==> config.mk <==
export PLATFORM = sky130hd
export DESIGN_NAME = aciu_core
export DESIGN_NICKNAME = d
export VERILOG_FILES = /design/src/rtl/aciu_core.v
export VERILOG_INCLUDE_DIRS = /design/src /design/src/rtl
export SDC_FILE = /design/constraint.sdc
export NUM_CORES = 2
export LEC_CHECK = 0
export BUFFER_PORTS_ARGS = -buffer_cell sky130_fd_sc_hd__buf_4
export CAP_MARGIN = 20
export CORE_ASPECT_RATIO = 0.6
export CORE_MARGIN = 8
export CORE_UTILIZATION = 55
export CTS_BUF_LIST = sky130_fd_sc_hd__clkbuf_16
export CTS_CLUSTER_SIZE = 10
export DETAILED_ROUTE_END_ITERATION = 8
export GPL_ROUTABILITY_DRIVEN = 0
export PLACE_DENSITY = 0.79
export RECOVER_POWER = 100
export SETUP_SLACK_MARGIN = 0.15
export SKIP_LAST_GASP = 1
export SYNTH_ARGS = -nofsm -noshare
export SYNTH_HDL_FRONTEND = slang
export SYNTH_SLANG_ARGS = --single-unit
==> constraint.sdc <==
create_clock -name clk -period 5.35 [get_ports clk]
set_input_delay 0.8025 -clock clk [delete_from_list [all_inputs] [get_ports clk]]
set_output_delay 0.8025 -clock clk [all_outputs]
set_load 0.005 [all_outputs]
==> src/rtl/aciu_regs.vh <==
/*
 * constants for the accumulator cpu instruction unit: word layout,
 * operation codes, no-address variants, status bit positions, register
 * port offsets and execution timing.
 * assumes a 250 mhz clock and a 24-bit word memory on the same clock.
 */
`ifndef ACIU_REGS_VH
`define ACIU_REGS_VH

// instruction word fields
`define F_OP        23:18
`define F_V         17:15
`define F_X         14:0
`define F_C         14:12
`define V_INDIRECT  3'h7

// operation codes
`define OP_ADD      6'h01
`define OP_ADDMEM   6'h02
`define OP_AUGIMM   6'h03
`define OP_BAR      6'h04
`define OP_DECJMP   6'h05
`define OP_REMOTE   6'h06
`define OP_JNEG     6'h07
`define OP_JPOS     6'h08
`define OP_JZERO    6'h09
`define OP_RESTORE  6'h0a
`define OP_NOADDR   6'h00

// no-address variants
`define NV_PASS     3'h0
`define NV_SHIFT    3'h1
`define NV_XFER     3'h2
`define NV_ISKIP    3'h3
`define NV_CSKIP    3'h4
`define NV_SETEXT   3'h5
`define NV_ESKIP    3'h6
`define NV_HALT     3'h7

// status bit positions in restore operand and skip field
`define SB_OVF      6
`define SB_CARRY    7
`define SB_EOVF     8
`define SB_EUNF     9
`define SB_DIVO     10
`define SB_BLOCK    11
`define SB_EMERG    12

// register port offsets
`define RA_CTRL     4'h0
`define RA_SEQ      4'h1
`define RA_ACC      4'h2
`define RA_FLAGS    4'h3
`define RA_SWITCH   4'h4
`define CTRL_CONT   0

// reset and interrupt locations
`define RESET_SEQ   15'h0000
`define INT_SAVE    15'h0020

// timing
`define CLK_PERIOD_PS 4000
`define ONE_US_PS     1000000
`define CYC_PER_US    (`ONE_US_PS / `CLK_PERIOD_PS)
`define T_INDEX_US    6'h01
`define T_INT_US      6'h02

`endif

==> src/rtl/aciu_core.v <==
/*
 * accumulator cpu instruction unit: fetch, address resolution, execute
 * and timed completion of the instruction groups handled here.
 * assumes a word memory with read data valid in the mem_rd_ff cycle, io and
 * test-point pins from outside the clock domain, and io_wc_addr from
 * logic on the same clock.
 */
// What this block does
// - add sets accumulator, overflow or carry
// - add-to-memory writes sum, flags untouched
// - immediate augment adds field to index
// - branch-return stores next address, jumps X+1
// - decrement index, jump when nonzero
// - execute one word at X, then resume
// - jumps on accumulator sign or zero, flags ignored
// - restore status from operand bits 6-11
// - restored block loads at next fetch, gates interrupts from the fetch after
// - no-address orders share one code
// - shift single or double, left/right, rotate/arith
// - arith right copies sign, left fills zero
// - transfer modifier: straight, negative, absolute
// - transfer control: oneway, exchange, word-count source
// - internal skip when selected points all unset
// - internal skip clears tested sticky points except exponent overflow
// - control skip addresses device, skip without ack
// - control field carries questions and commands
// - set external points from operand bits
// - external skip when selected points all unset
// - halt with zero C field stops only instruction execution
// - indexing, indirection each add one microsecond
// - carry always last result, overflow test-cleared
`include "aciu_regs.vh"
`default_nettype none

module aciu_core (
	// clock and reset
	input  wire        clk,
	input  wire        rst_n,
	input  wire        ce,
	// word memory
	output reg  [14:0] mem_addr_ff,
	output reg         mem_rd_ff,
	output reg         mem_wr_ff,
	output reg  [23:0] mem_wdata_ff,
	input  wire [23:0] mem_rdata,
	// register port
	input  wire [3:0]  reg_addr,
	input  wire [23:0] reg_wdata,
	input  wire        reg_wr,
	input  wire        reg_rd,
	output reg  [23:0] reg_rdata_ff,
	// basic io bus
	output reg  [8:0]  io_dev_addr_ff,
	output reg  [5:0]  io_ctrl_ff,
	output reg         io_req_ff,
	input  wire        io_ack,
	input  wire [14:0] io_wc_addr,
	// test points and interrupts
	output reg  [14:0] ext_point_ff,
	input  wire [14:0] ext_point_in,
	input  wire        irq_in,
	input  wire        emerg_in,
	output reg         halted_ff
);
	localparam [7:0] S_FETCH = 8'h01;
	localparam [7:0] S_DEC   = 8'h02;
	localparam [7:0] S_INDIR = 8'h04;
	localparam [7:0] S_OPER  = 8'h08;
	localparam [7:0] S_EXEC  = 8'h10;
	localparam [7:0] S_SHIFT = 8'h20;
	localparam [7:0] S_WAIT  = 8'h40;
	localparam [7:0] S_HALT  = 8'h80;

	reg  [7:0]  state_ff;
	reg  [23:0] ir_ff;
	reg  [23:0] opnd_ff;
	reg  [23:0] acc_ff;
	reg  [23:0] breg_ff;
	reg  [14:0] seq_ff;
	reg  [14:0] ea_ff;
	reg  [5:0]  budget_ff;
	reg  [15:0] elapsed_ff;
	reg  [5:0]  shcnt_ff;
	reg         remote_ff;
	reg         ovf_ff, carry_ff, eovf_ff, eunf_ff, divo_ff;
	reg         blk_ff, blk_pend_ff, emerg_ff, ack_seen_ff;
	reg  [5:0]  switch_ff;
	reg  [17:0] sync1_ff, sync2_ff;
	reg  [14:0] xr_ff [0:7];

	// pins pass two flops before use
	wire [14:0] ext_s = sync2_ff[14:0];
	wire        ack_s = sync2_ff[15];
	wire        irq_s = sync2_ff[16];
	wire        emg_s = sync2_ff[17];

	wire [5:0]  op   = ir_ff[`F_OP];
	wire [2:0]  iv   = ir_ff[`F_V];
	wire [14:0] ix   = ir_ff[`F_X];
	wire [2:0]  ic   = ir_ff[`F_C];
	wire [14:0] xsel = xr_ff[iv];

	// address resolution works straight off the memory word
	wire [5:0]  r_op  = (state_ff == S_DEC) ? mem_rdata[`F_OP] : op;
	wire [2:0]  r_v   = mem_rdata[`F_V];
	wire [14:0] r_x   = mem_rdata[`F_X];
	wire        r_nad = (r_op == `OP_NOADDR);
	wire        r_fix = (r_op == `OP_AUGIMM) || (r_op == `OP_DECJMP);
	wire        r_ind = !r_nad && !r_fix && (r_v == `V_INDIRECT);
	wire        r_idx = !r_nad && !r_fix && (r_v != 3'h0) && !r_ind;
	wire [14:0] r_ea  = r_idx ? r_x + xr_ff[r_v] : r_x;
	wire        r_mem = (r_op == `OP_ADD) || (r_op == `OP_ADDMEM)
		|| (r_op == `OP_RESTORE);

	wire [24:0] sum   = {1'b0, acc_ff} + {1'b0, opnd_ff};
	wire        sovf  = (acc_ff[23] == opnd_ff[23]) && (sum[23] != acc_ff[23]);
	wire [31:0] target_w = {26'h0, budget_ff} * `CYC_PER_US;
	wire [15:0] target   = target_w[15:0];

	// internal test points: switches, flags, block, emergency
	wire [14:0] tpoint = {2'h0, emerg_ff, blk_ff, divo_ff, eunf_ff, eovf_ff,
		carry_ff, ovf_ff, switch_ff};
	wire [14:0] tsel   = tpoint & ix;

	// register transfer operands
	wire [2:0]  t_c   = ix[14:12];
	wire [1:0]  t_mod = ix[11:10];
	wire [2:0]  t_src = ix[5:3];
	wire [2:0]  t_dst = ix[2:0];
	wire        t_ok  = (state_ff == S_EXEC) && (op == `OP_NOADDR) && (iv == `NV_XFER)
		&& !t_c[2];

	function [23:0] rsel;
		input [2:0] code;
		begin
			case (code)
				3'h0:    rsel = acc_ff;
				3'h1:    rsel = breg_ff;
				default: rsel = {9'h0, xr_ff[code - 3'h1]};
			endcase
		end
	endfunction

	function [5:0] base_us;
		input [5:0] o;
		input [2:0] v;
		begin
			case (o)
				`OP_ADDMEM: base_us = 6'h07;
				`OP_AUGIMM: base_us = 6'h03;
				`OP_BAR:    base_us = 6'h06;
				`OP_REMOTE: base_us = 6'h01;
				`OP_NOADDR: base_us = (v == `NV_ISKIP || v == `NV_ESKIP) ? 6'h03 :
					(v == `NV_CSKIP) ? 6'h04 : 6'h02;
				default: base_us = 6'h02;
			endcase
		end
	endfunction

	reg  [23:0] t_raw, t_val;
	always @*
	begin
		t_raw = t_c[1] ? {9'h0, io_wc_addr} : rsel(t_src);
		case (t_mod)
			2'h1:    t_val = -t_raw;
			2'h2:    t_val = t_raw[23] ? -t_raw : t_raw;
			default: t_val = t_raw;
		endcase
		if (t_c[0])
			t_val = t_raw;
	end

	// index register write port
	reg         xr_we;
	reg  [2:0]  xr_idx;
	reg  [14:0] xr_val;
	reg  [23:0] xr_alt;
	always @*
	begin
		xr_alt = rsel(t_dst);
		xr_we  = 1'b0;
		xr_idx = iv;
		xr_val = 15'h0;
		if (state_ff == S_EXEC && op == `OP_AUGIMM)
		begin
			xr_we  = 1'b1;
			xr_val = xsel + ix;
		end
		else if (state_ff == S_EXEC && op == `OP_DECJMP)
		begin
			xr_we  = 1'b1;
			xr_val = xsel - 15'h1;
		end
		else if (t_ok && t_dst >= 3'h2)
		begin
			xr_we  = 1'b1;
			xr_idx = t_dst - 3'h1;
			xr_val = t_val[14:0];
		end
		else if (t_ok && t_c[0] && t_src >= 3'h2)
		begin
			xr_we  = 1'b1;
			xr_idx = t_src - 3'h1;
			xr_val = xr_alt[14:0];
		end
		if (xr_idx == 3'h0 || xr_idx == 3'h7)
			xr_we = 1'b0;
	end

	genvar g;
	generate
		for (g = 0; g < 8; g = g + 1)
		begin : g_xr
			always @(posedge clk or negedge rst_n)
			begin
				if (!rst_n)
					xr_ff[g] <= 15'h0;
				else if (ce && xr_we && xr_idx == g)
					xr_ff[g] <= xr_val;
			end
		end
	endgenerate

	// pin synchronisers
	always @(posedge clk or negedge rst_n)
	begin
		if (!rst_n)
		begin
			sync1_ff <= 18'h0;
			sync2_ff <= 18'h0;
		end
		else if (ce)
		begin
			sync1_ff <= {emerg_in, irq_in, io_ack, ext_point_in};
			sync2_ff <= sync1_ff;
		end
	end

	// register port; seq writes only land while halted
	always @(posedge clk or negedge rst_n)
	begin
		if (!rst_n)
		begin
			reg_rdata_ff <= 24'h0;
			switch_ff    <= 6'h0;
		end
		else if (ce)
		begin
			if (reg_wr && reg_addr == `RA_SWITCH)
				switch_ff <= reg_wdata[5:0];
			reg_rdata_ff <= 24'h0;
			if (reg_rd)
			begin
				case (reg_addr)
					`RA_SEQ:    reg_rdata_ff <= {9'h0, seq_ff};
					`RA_ACC:    reg_rdata_ff <= acc_ff;
					`RA_FLAGS:  reg_rdata_ff <= {10'h0, halted_ff, tpoint[12:6], 6'h0};
					`RA_SWITCH: reg_rdata_ff <= {18'h0, switch_ff};
					default:    reg_rdata_ff <= 24'h0;
				endcase
			end
		end
	end

	wire cont = reg_wr && reg_addr == `RA_CTRL && reg_wdata[`CTRL_CONT];

	// sequencer
	always @(posedge clk or negedge rst_n)
	begin
		if (!rst_n)
		begin
			state_ff <= S_FETCH;
			ir_ff <= 24'h0;
			opnd_ff <= 24'h0;
			acc_ff <= 24'h0;
			breg_ff <= 24'h0;
			seq_ff <= `RESET_SEQ;
			ea_ff <= 15'h0;
			budget_ff <= 6'h0;
			elapsed_ff <= 16'h0;
			shcnt_ff <= 6'h0;
			remote_ff <= 1'b0;
			{ovf_ff, carry_ff, eovf_ff, eunf_ff, divo_ff} <= 5'h0;
			{blk_ff, blk_pend_ff, emerg_ff, ack_seen_ff} <= 4'h0;
			mem_addr_ff <= 15'h0;
			mem_rd_ff <= 1'b0;
			mem_wr_ff <= 1'b0;
			mem_wdata_ff <= 24'h0;
			io_dev_addr_ff <= 9'h0;
			io_ctrl_ff <= 6'h0;
			io_req_ff <= 1'b0;
			ext_point_ff <= 15'h0;
			halted_ff <= 1'b0;
		end
		else if (ce)
		begin
			mem_rd_ff <= 1'b0;
			mem_wr_ff <= 1'b0;
			elapsed_ff <= elapsed_ff + 16'h1;
			if (io_req_ff && ack_s)
				ack_seen_ff <= 1'b1;
			case (state_ff)
				S_FETCH:
				begin
					if (remote_ff)
					begin
						remote_ff <= 1'b0;
						mem_rd_ff <= 1'b1;
						mem_addr_ff <= ea_ff;
						state_ff <= S_DEC;
					end
					else if (irq_s && !blk_ff)
					begin
						mem_wr_ff <= 1'b1;
						mem_addr_ff <= `INT_SAVE;
						mem_wdata_ff <= {9'h0, seq_ff};
						seq_ff <= `INT_SAVE + 15'h1;
						blk_ff <= 1'b1;
						blk_pend_ff <= 1'b1;
						budget_ff <= `T_INT_US;
						elapsed_ff <= 16'h0;
						state_ff <= S_WAIT;
					end
					else
					begin
						mem_rd_ff <= 1'b1;
						mem_addr_ff <= seq_ff;
						seq_ff <= seq_ff + 15'h1;
						blk_ff <= blk_pend_ff;
						budget_ff <= 6'h0;
						elapsed_ff <= 16'h0;
						state_ff <= S_DEC;
					end
				end
				S_DEC, S_INDIR:
				begin
					if (state_ff == S_DEC)
					begin
						ir_ff <= mem_rdata;
						budget_ff <= budget_ff + base_us(mem_rdata[`F_OP], r_v);
					end
					ea_ff <= r_ea;
					if (r_ind)
					begin
						mem_rd_ff <= 1'b1;
						mem_addr_ff <= r_x;
						state_ff <= S_INDIR;
					end
					else if (r_mem)
					begin
						mem_rd_ff <= 1'b1;
						mem_addr_ff <= r_ea;
						state_ff <= S_OPER;
					end
					else
						state_ff <= S_EXEC;
					if (r_ind || r_idx)
					begin
						if (state_ff == S_DEC)
							budget_ff <= budget_ff + base_us(mem_rdata[`F_OP], r_v)
								+ `T_INDEX_US;
						else
							budget_ff <= budget_ff + `T_INDEX_US;
					end
				end
				S_OPER:
				begin
					opnd_ff <= mem_rdata;
					state_ff <= S_EXEC;
				end
				S_EXEC:
				begin
					state_ff <= S_WAIT;
					case (op)
						`OP_ADD:
						begin
							acc_ff <= sum[23:0];
							carry_ff <= sum[24];
							if (sovf)
								ovf_ff <= 1'b1;
						end
						`OP_ADDMEM:
						begin
							mem_wr_ff <= 1'b1;
							mem_addr_ff <= ea_ff;
							mem_wdata_ff <= sum[23:0];
						end
						`OP_BAR:
						begin
							mem_wr_ff <= 1'b1;
							mem_addr_ff <= ea_ff;
							mem_wdata_ff <= {9'h0, seq_ff};
							seq_ff <= ea_ff + 15'h1;
						end
						`OP_DECJMP:
							if (xsel != 15'h1)
								seq_ff <= ix;
						`OP_REMOTE:
						begin
							remote_ff <= 1'b1;
							state_ff <= S_FETCH;
						end
						// sign and zero only; overflow and carry never consulted
						`OP_JNEG:
							if (acc_ff[23])
								seq_ff <= ea_ff;
						`OP_JPOS:
							if (!acc_ff[23] && acc_ff != 24'h0)
								seq_ff <= ea_ff;
						`OP_JZERO:
							if (acc_ff == 24'h0)
								seq_ff <= ea_ff;
						`OP_RESTORE:
						begin
							ovf_ff <= opnd_ff[`SB_OVF];
							carry_ff <= opnd_ff[`SB_CARRY];
							eovf_ff <= opnd_ff[`SB_EOVF];
							eunf_ff <= opnd_ff[`SB_EUNF];
							divo_ff <= opnd_ff[`SB_DIVO];
							blk_pend_ff <= opnd_ff[`SB_BLOCK];
						end
						`OP_NOADDR:
						begin
							case (iv)
								`NV_SHIFT:
								begin
									shcnt_ff <= ix[5:0];
									state_ff <= S_SHIFT;
								end
								`NV_XFER:
									if (t_ok)
									begin
										if (t_dst == 3'h0)
											acc_ff <= t_val;
										if (t_dst == 3'h1)
											breg_ff <= t_val;
										if (t_c[0] && t_src == 3'h0)
											acc_ff <= rsel(t_dst);
										if (t_c[0] && t_src == 3'h1)
											breg_ff <= rsel(t_dst);
									end
								`NV_ISKIP:
								begin
									if (tsel == 15'h0)
										seq_ff <= seq_ff + 15'h1;
									// sticky points except eovf_ff clear when looked at
									if (ix[`SB_OVF])
										ovf_ff <= 1'b0;
									if (ix[`SB_EUNF])
										eunf_ff <= 1'b0;
									if (ix[`SB_DIVO])
										divo_ff <= 1'b0;
									if (ix[`SB_EMERG] && !emg_s)
										emerg_ff <= 1'b0;
								end
								`NV_CSKIP:
								begin
									io_dev_addr_ff <= ix[8:0];
									io_ctrl_ff <= ix[14:9];
									io_req_ff <= 1'b1;
									ack_seen_ff <= 1'b0;
								end
								`NV_SETEXT:
									ext_point_ff <= ix;
								`NV_ESKIP:
									if ((ext_s & ix) == 15'h0)
										seq_ff <= seq_ff + 15'h1;
								`NV_HALT:
									if (ic == 3'h0)
									begin
										// only this sequencer stops
										seq_ff <= seq_ff - 15'h1;
										halted_ff <= 1'b1;
										state_ff <= S_HALT;
									end
								default:
									state_ff <= S_WAIT;
							endcase
						end
						default:
							state_ff <= S_WAIT;
					endcase
				end
				S_SHIFT:
				begin
					// one bit per cycle: small logic, slower long shifts
					if (shcnt_ff == 6'h0)
						state_ff <= S_WAIT;
					else
					begin
						shcnt_ff <= shcnt_ff - 6'h1;
						case (ix[14:12])
							3'h0: acc_ff <= {acc_ff[22:0], acc_ff[23]};
							3'h1: acc_ff <= {acc_ff[22:0], 1'b0};
							3'h2: acc_ff <= {acc_ff[0], acc_ff[23:1]};
							3'h3: acc_ff <= {acc_ff[23], acc_ff[23:1]};
							3'h4: {acc_ff, breg_ff} <= {acc_ff[22:0], breg_ff, acc_ff[23]};
							3'h5: {acc_ff, breg_ff} <= {acc_ff[22:0], breg_ff, 1'b0};
							3'h6: {acc_ff, breg_ff} <= {breg_ff[0], acc_ff, breg_ff[23:1]};
							default: {acc_ff, breg_ff} <= {acc_ff[23], acc_ff, breg_ff[23:1]};
						endcase
					end
				end
				S_WAIT:
					if (elapsed_ff + 16'h1 >= target)
					begin
						state_ff <= S_FETCH;
						if (io_req_ff)
						begin
							io_req_ff <= 1'b0;
							if (!ack_seen_ff && !ack_s)
								seq_ff <= seq_ff + 15'h1;
						end
					end
				S_HALT:
				begin
					if (reg_wr && reg_addr == `RA_SEQ)
						seq_ff <= reg_wdata[14:0];
					if (irq_s && !blk_ff)
					begin
						halted_ff <= 1'b0;
						state_ff <= S_FETCH;
					end
					else if (cont)
					begin
						halted_ff <= 1'b0;
						seq_ff <= seq_ff + 15'h1;
						state_ff <= S_FETCH;
					end
				end
				default:
					state_ff <= S_FETCH;
			endcase
			if (emg_s)
				emerg_ff <= 1'b1;
		end
	end
endmodule

`default_nettype wire

# Yosys cells after proc, flatten, opt, wreduce, memory -nomap -nowiden
# Cells that the tools add are included.
# classes
n_bitwise,7
n_reduce_logical,106
multipliers,1
addsub,16
n_mux,157
order_cmp,7
n_eq_ne,104
# ops
op,n
15-bit two-way mux,33
24-bit two-way mux,17
24-bit one-hot mux with 2 select lines,8
15-bit binary-select mux with 3-bit select,4
24-bit one-hot mux with 5 select lines,1
24-bit one-hot mux with 4 select lines,1
15-bit one-hot mux with 3 select lines,2
15-bit one-hot mux with 6 select lines,1
6-bit two-way mux,14
24-bit one-hot mux with 3 select lines,1
15-bit one-hot mux with 4 select lines,1
8-bit one-hot mux with 7 select lines,1
3-bit equality test (second input constant),14
6-bit by 3-bit equality test with 1-bit output (second input constant),7
1-bit two-way mux,40
8-bit two-way mux,5
6-bit by 2-bit equality test with 1-bit output (second input constant),6
1-bit logical AND,33
16-bit two-way mux,2
8-bit one-hot mux with 2 select lines,2
15-bit by 1-bit adder with 15-bit output (second input constant),2
15-bit adder,2
15-bit zero test,2
5-bit AND reduction,6
73 further kinds,193
# word_totals
output_inout_bits,97
reg_bits,431
input_bits,90
elab_cells,440

# Logic depth before layout (Yosys ltp)
# depth
ltp_word,18
ltp_mapped,25

# Least setup slack after synthesis
# No wires, ideal clock.
# synth_timing
path_kind,register -> register
start,register budget_ff[0]
end,register state_ff[1]
required_time_ns,5.225
synth_period_minus_slack_ns,5.094
path_buffers,1
arrival_time_ns,4.970
stages_incl_launch_ff,20
slack_ns,0.256
cell_sequence,dfrtp_1 -> fa_1 -> inv_1 -> fa_1 -> fa_1 -> inv_1 -> ha_1 -> a21o_1 -> a21oi_1 -> o21bai_1 -> a21oi_1 -> o21bai_1 -> a21oi_1 -> xnor2_1 -> ha_1 -> nand3_1 -> o31ai_1 -> and3_1 -> clkbuf_1 -> mux2_2
# synth_between
elab_chain_len,4
# synth_lines
element,line_no,rtl
start: declaration,aciu_core.v:81,reg [5:0] budget_ff;
start signal: assignment,aciu_core.v:320,budget_ff <= `T_INT_US;
start signal: assignment,aciu_core.v:340,"budget_ff <= budget_ff + base_us(mem_rdata[`F_OP], r_v);"
start signal: assignment,aciu_core.v:360,"budget_ff <= budget_ff + base_us(mem_rdata[`F_OP], r_v)"
6-bit by 7-bit multiplier with 13-bit output (no source line),--,
16-bit by 14-bit greater-or-equal comparator with 1-bit output,aciu_core.v:505,if (elapsed_ff + 16'h1 >= target)
2-bit != test (no source line),--,
4-bit AND reduction (no source line),--,
end signal: assignment,aciu_core.v:507,state_ff <= S_FETCH;
end signal: assignment,aciu_core.v:522,state_ff <= S_FETCH;
end signal: assignment,aciu_core.v:528,state_ff <= S_FETCH;
end: declaration,aciu_core.v:74,reg [7:0] state_ff;
# Every way passes these cells.
# A chain may end at the register's enable or synchronous reset.

# Worst setup path in the final report
# layout_timing
start,register ir_ff[3]
end,register xr_ff[87] (netlist name)
# layout_between
elab_chain_len,14
elab_cells_between_ends,35
# layout_lines
element,line_no,rtl
start: declaration,aciu_core.v:75,reg [23:0] ir_ff;
start signal: assignment,aciu_core.v:339,ir_ff <= mem_rdata;
3-bit by 1-bit subtractor with 3-bit output,"aciu_core.v:139, aciu_core.v:203",
3-bit NOT with 4-bit output (not written as such),aciu_core.v:139,"default: rsel = {9'h0, xr_ff[code - 3'h1]};"
15-bit binary-select mux with 3-bit select,aciu_core.v:139,
15-bit two-way mux (not written as such) (2 in series),aciu_core.v:139,
24-bit one-hot mux with 2 select lines,aciu_core.v:136,case (code)
24-bit two-way mux,aciu_core.v:163,"t_raw = t_c[1] ? {9'h0, io_wc_addr} : rsel(t_src);"
24-bit negator,"aciu_core.v:165, aciu_core.v:166",
24-bit two-way mux,aciu_core.v:166,2'h2: t_val = t_raw[23] ? -t_raw : t_raw;
24-bit one-hot mux with 2 select lines,aciu_core.v:164,case (t_mod)
24-bit two-way mux,aciu_core.v:169,if (t_c[0])
15-bit two-way mux,aciu_core.v:194,else if (t_ok && t_dst >= 3'h2)
15-bit two-way mux,aciu_core.v:189,else if (state_ff == S_EXEC && op == `OP_DECJMP)
15-bit two-way mux,aciu_core.v:184,if (state_ff == S_EXEC && op == `OP_AUGIMM)
end signal: indexed assignment,aciu_core.v:219,xr_ff[g] <= xr_val;
end: declaration,aciu_core.v:89,reg [14:0] xr_ff [0:7];
# Several ways; a longest one is shown, not always the timed one. The select of a mux whose other input is x is not followed.

==> summary.txt <==
status -> finished, violations left
failing checks -> design-rule violations, max-capacitance violations, max-slew violations
width of the die -> 324 µm
flop and latch count out of synthesis -> 431
post-layout min period -> 5.30 ns
Post-Syn Area -> 31200 µm²
CP cell instances -> inv_1 > ha_1 > mux4_2 > o32a_1 > o21ai_0 > ha_1 > o311ai_0 > nor4_1 > clkbuf_1 > and3_1 > a21oi_1 > mux2i_1 > clkbuf_1 > o221a_2 > a221oi_2 > mux2_1
DP HPWL -> 82.9 mm
Chip Height -> 201 µm
critical path class -> flop to flop
max cap viols -> 5
Pins Over Slew Limit -> 161
EDFF count, synth -> 0
IO buf count -> 177
register share of total power -> 0.270
Int Pwr -> 8730 µW
routed vias/inst -> 7.06
clock slew at reported path FFs -> 0.07 ns
I/O Pins -> 187
power share of the clock group -> 0.174
RSZ-0062 raised after global routing -> yes
routed wire length -> 113 mm
crit-path max cell delay -> 0.73 ns
total gr overflow -> 0
Hold Path Class -> primary input to flop
Initial DRT Pass Iterations -> 9
worst path bufs/invs -> 3
initial antenna violation count -> 2
antenna-violating nets left -> 0
Final WS setup -> 0.0499 ns
later-pin clock latency in the skew report -> 0.62 ns
first-pass GRT wire length -> 171 mm
endpoint class of the critical path -> flop
Design Power -> 17500 µW
P&R area growth vs syn -> 10.6%
Mapped Nets -> 3501
Fin Setup TNS -> 0 ns
Main synth FF type -> dfrtp_1
yosys warns -> 0
Initial Util -> 0.558
CTS Root Cell -> clkbuf_16
Hold Buf Count CTS -> 0
cell family with most CP delay -> compound AO/OA/AOI/OAI gates
Worst Hold Slack -> 0.440 ns
crit path DAT -> 5.79 ns
peak supply drop -> 0.457 mV
Core ar. -> 56000 µm²
1st-iter DRT viols -> 4856
pwr/cell area -> 507 nW/µm²
Post-Layout Cell Count -> 4139
cell total after placement -> 4068
Mapped Cells -> 3283
largest net degree at the start of global routing -> 119
number of clock sinks -> 431
Total GRT Usage -> 0.338
critical path's slowest cell -> ha_1
CTS buffer count -> 49
max_slew headroom -> -1.73
P_sw -> 8770 µW
post-synthesis area per instance -> 9.51 µm²
DP Worst Slack -> 0.0364 ns
WL/cell -> 27.4 µm
max frequency -> 0.189 GHz
Vias -> 29237
distinct cell type count after synthesis -> 98
Final Cycle Share -> 0.991
Filler cells -> 4631
worst slew pin tran -> 4.09 ns
maximum clock insertion buffer count -> 3
FFs w/ async S/R, synth -> 1.00
die area -> 64900 µm²
switching share of power -> 0.501
CTS tree -> built
combinational power share -> 0.556
Setup crit start kind -> flop
Post-route DRC -> 1
floorplan row count -> 67
sequential share of the synthesized area -> 0.345
vias in the first global route -> 26881
leakage -> 0.0152 µW
critical path fanouts, max -> 9
Setup-failing EPs final -> 0
CP Data Required Time -> 5.84 ns
share of layout cells above drive strength 1 -> 0.199
Layout Nets -> 3583
Final Hold Fails -> 0
clk_skew -> 0.0361 ns
H-tree level count -> 2
Yosys cell counts (24+ instances only):
library cell	instances	area, µm²
nand2b_1	25	156
nor4_1	28	175
nand3_1	61	305
nor3_1	83	415
a22oi_1	58	435
xor2_1	36	315
a221oi_1	33	289
a211oi_1	27	203
mux4_2	120	2700
inv_1	90	338
nor2_1	241	905
a21oi_1	200	1000
ha_1	110	1380
o31ai_1	37	278
a31oi_1	25	156
a21o_1	32	240
mux2_2	201	2260
mux2i_1	79	791
and3_1	27	169
clkbuf_1	194	728
buf_1	24	90.1
nand2_1	362	1360
xnor2_1	72	631
o21ai_0	217	1090
dfrtp_1	430	10800
a22o_1	53	464
metrics by stage:
step | utilization | area (µm²)
2_1_floorplan | - | 31200
3_3_place_gp | 0.596 | 33400
3_5_place_dp | 0.596 | 33400
4_1_cts | 0.620 | 34700
5_1_grt | 0.617 | 34500
6_report | 0.617 | 34600
worst paths after layout:
kind / start / endpoint / slack (ns) / cells after the start
worst max-delay path: ir_ff[3]$_DFFE_PN0P_ / xr_ff[87]$_DFFE_PN0P_ / 0.05 / 16
worst min-delay path: ext_point_in[1] / sync1_ff[1]$_DFFE_PN0P_ / 0.44 / 2
max in group asynchronous: rst_n / ir_ff[13]$_DFFE_PN0P_ / 0.86 / 1
worst max register to register: ir_ff[3]$_DFFE_PN0P_ / xr_ff[87]$_DFFE_PN0P_ / 0.05 / 16
worst min register to register: xr_ff[1]$_DFFE_PN0P_ / xr_ff[1]$_DFFE_PN0P_ / 0.44 / 0
min in group asynchronous: rst_n / elapsed_ff[10]$_DFFE_PN0P_ / 1.85 / 1
final cells by class:
cell class                      count  area (µm²)  share of cell area
Sequential cell                   431       10800               0.312
Antenna cell                        1        2.50           0.0000724
Clock buffer                       49        1230              0.0355
Inverter                           91         342             0.00989
Timing Repair Buffer              281        1950              0.0565
Tap cell                          759         950              0.0275
Multi-Input combinational cell   2511       19200               0.555
Clock inverter                     16         101             0.00293
layer usage:
layer | wire length, µm | track usage | vias to the layer above
met1 | 44300 | 0.487 | 14008
met5 | 13 | 0 | -
li1 | - | - | 12412
met4 | 4000 | 0.0928 | 2
met3 | 22000 | 0.183 | 376
met2 | 43100 | 0.430 | 2439
worst register-to-register path, cell delays in order, from the launching register on:
cell and delay [ns]:
dfrtp_2 0.36, inv_1 0.07, ha_1 0.73, mux4_2 0.53, o32a_1 0.35, o21ai_0 0.32, ha_1 0.26, o311ai_0 0.17
nor4_1 0.50, clkbuf_1 0.26, and3_1 0.29, a21oi_1 0.09, mux2i_1 0.17, clkbuf_1 0.34, o221a_2 0.33, a221oi_2 0.09
mux2_1 0.33
kinds of logic after synthesis:
| kind of cell | share of synthesized area |
|---|---|
| AND/OR/NAND/NOR | 0.147 |
| AO/OA/AOI/OAI | 0.191 |
| flip-flops | 0.345 |
| multiplexers | 0.187 |
| buffers and inverters | 0.0441 |
| adder cells (fa/ha/maj) | 0.0556 |
| XOR/XNOR | 0.0303 |
power by group through the flow:
stage / clock network [µW] / registers [µW] / logic [µW]
after floorplan: 0 / 4110 / 6370
after global placement: 0 / 4680 / 9000
after detailed placement: 0 / 4700 / 9150
after CTS: 3040 / 4640 / 9200
after global routing: 3180 / 4740 / 10200
final: 3040 / 4730 / 9730
registers in the layout, summed over array words and instances, names as in the netlist, 8 cells and up:
name and flops:
ext_point_ff 15, reg_rdata_ff 24, mem_wdata_ff 24, sync2_ff 18, io_dev_addr_ff 9, sync1_ff 18, elapsed_ff 16, ir_ff 24
mem_addr_ff 15, xr_ff 120, breg_ff 24, seq_ff 15, ea_ff 15, acc_ff 24, state_ff 8, opnd_ff 24
cells in the final DEF, fill, tap and decap left out, drive strengths merged, types with 36 or more instances in the layout:
cell type / count
mux4: 120
mux2: 206
clkbuf: 170
o31ai: 39
nand3: 61
nand2: 365
nor2: 248
dfrtp: 430
a21oi: 201
o21ai: 225
ha: 110
xnor2: 72
a22o: 53
a22oi: 58
buf: 159
inv: 101
nor3: 85
mux2i: 79
xor2: 36
repair_timing:
item | in CTS | in global routing
gates resized for setup | 5 | 30
buffers inserted | 1 | 2
pin swaps | 6 | 20
endpoints found under the setup margin | 15 | 23
Power figures use the tool's default switching activity.
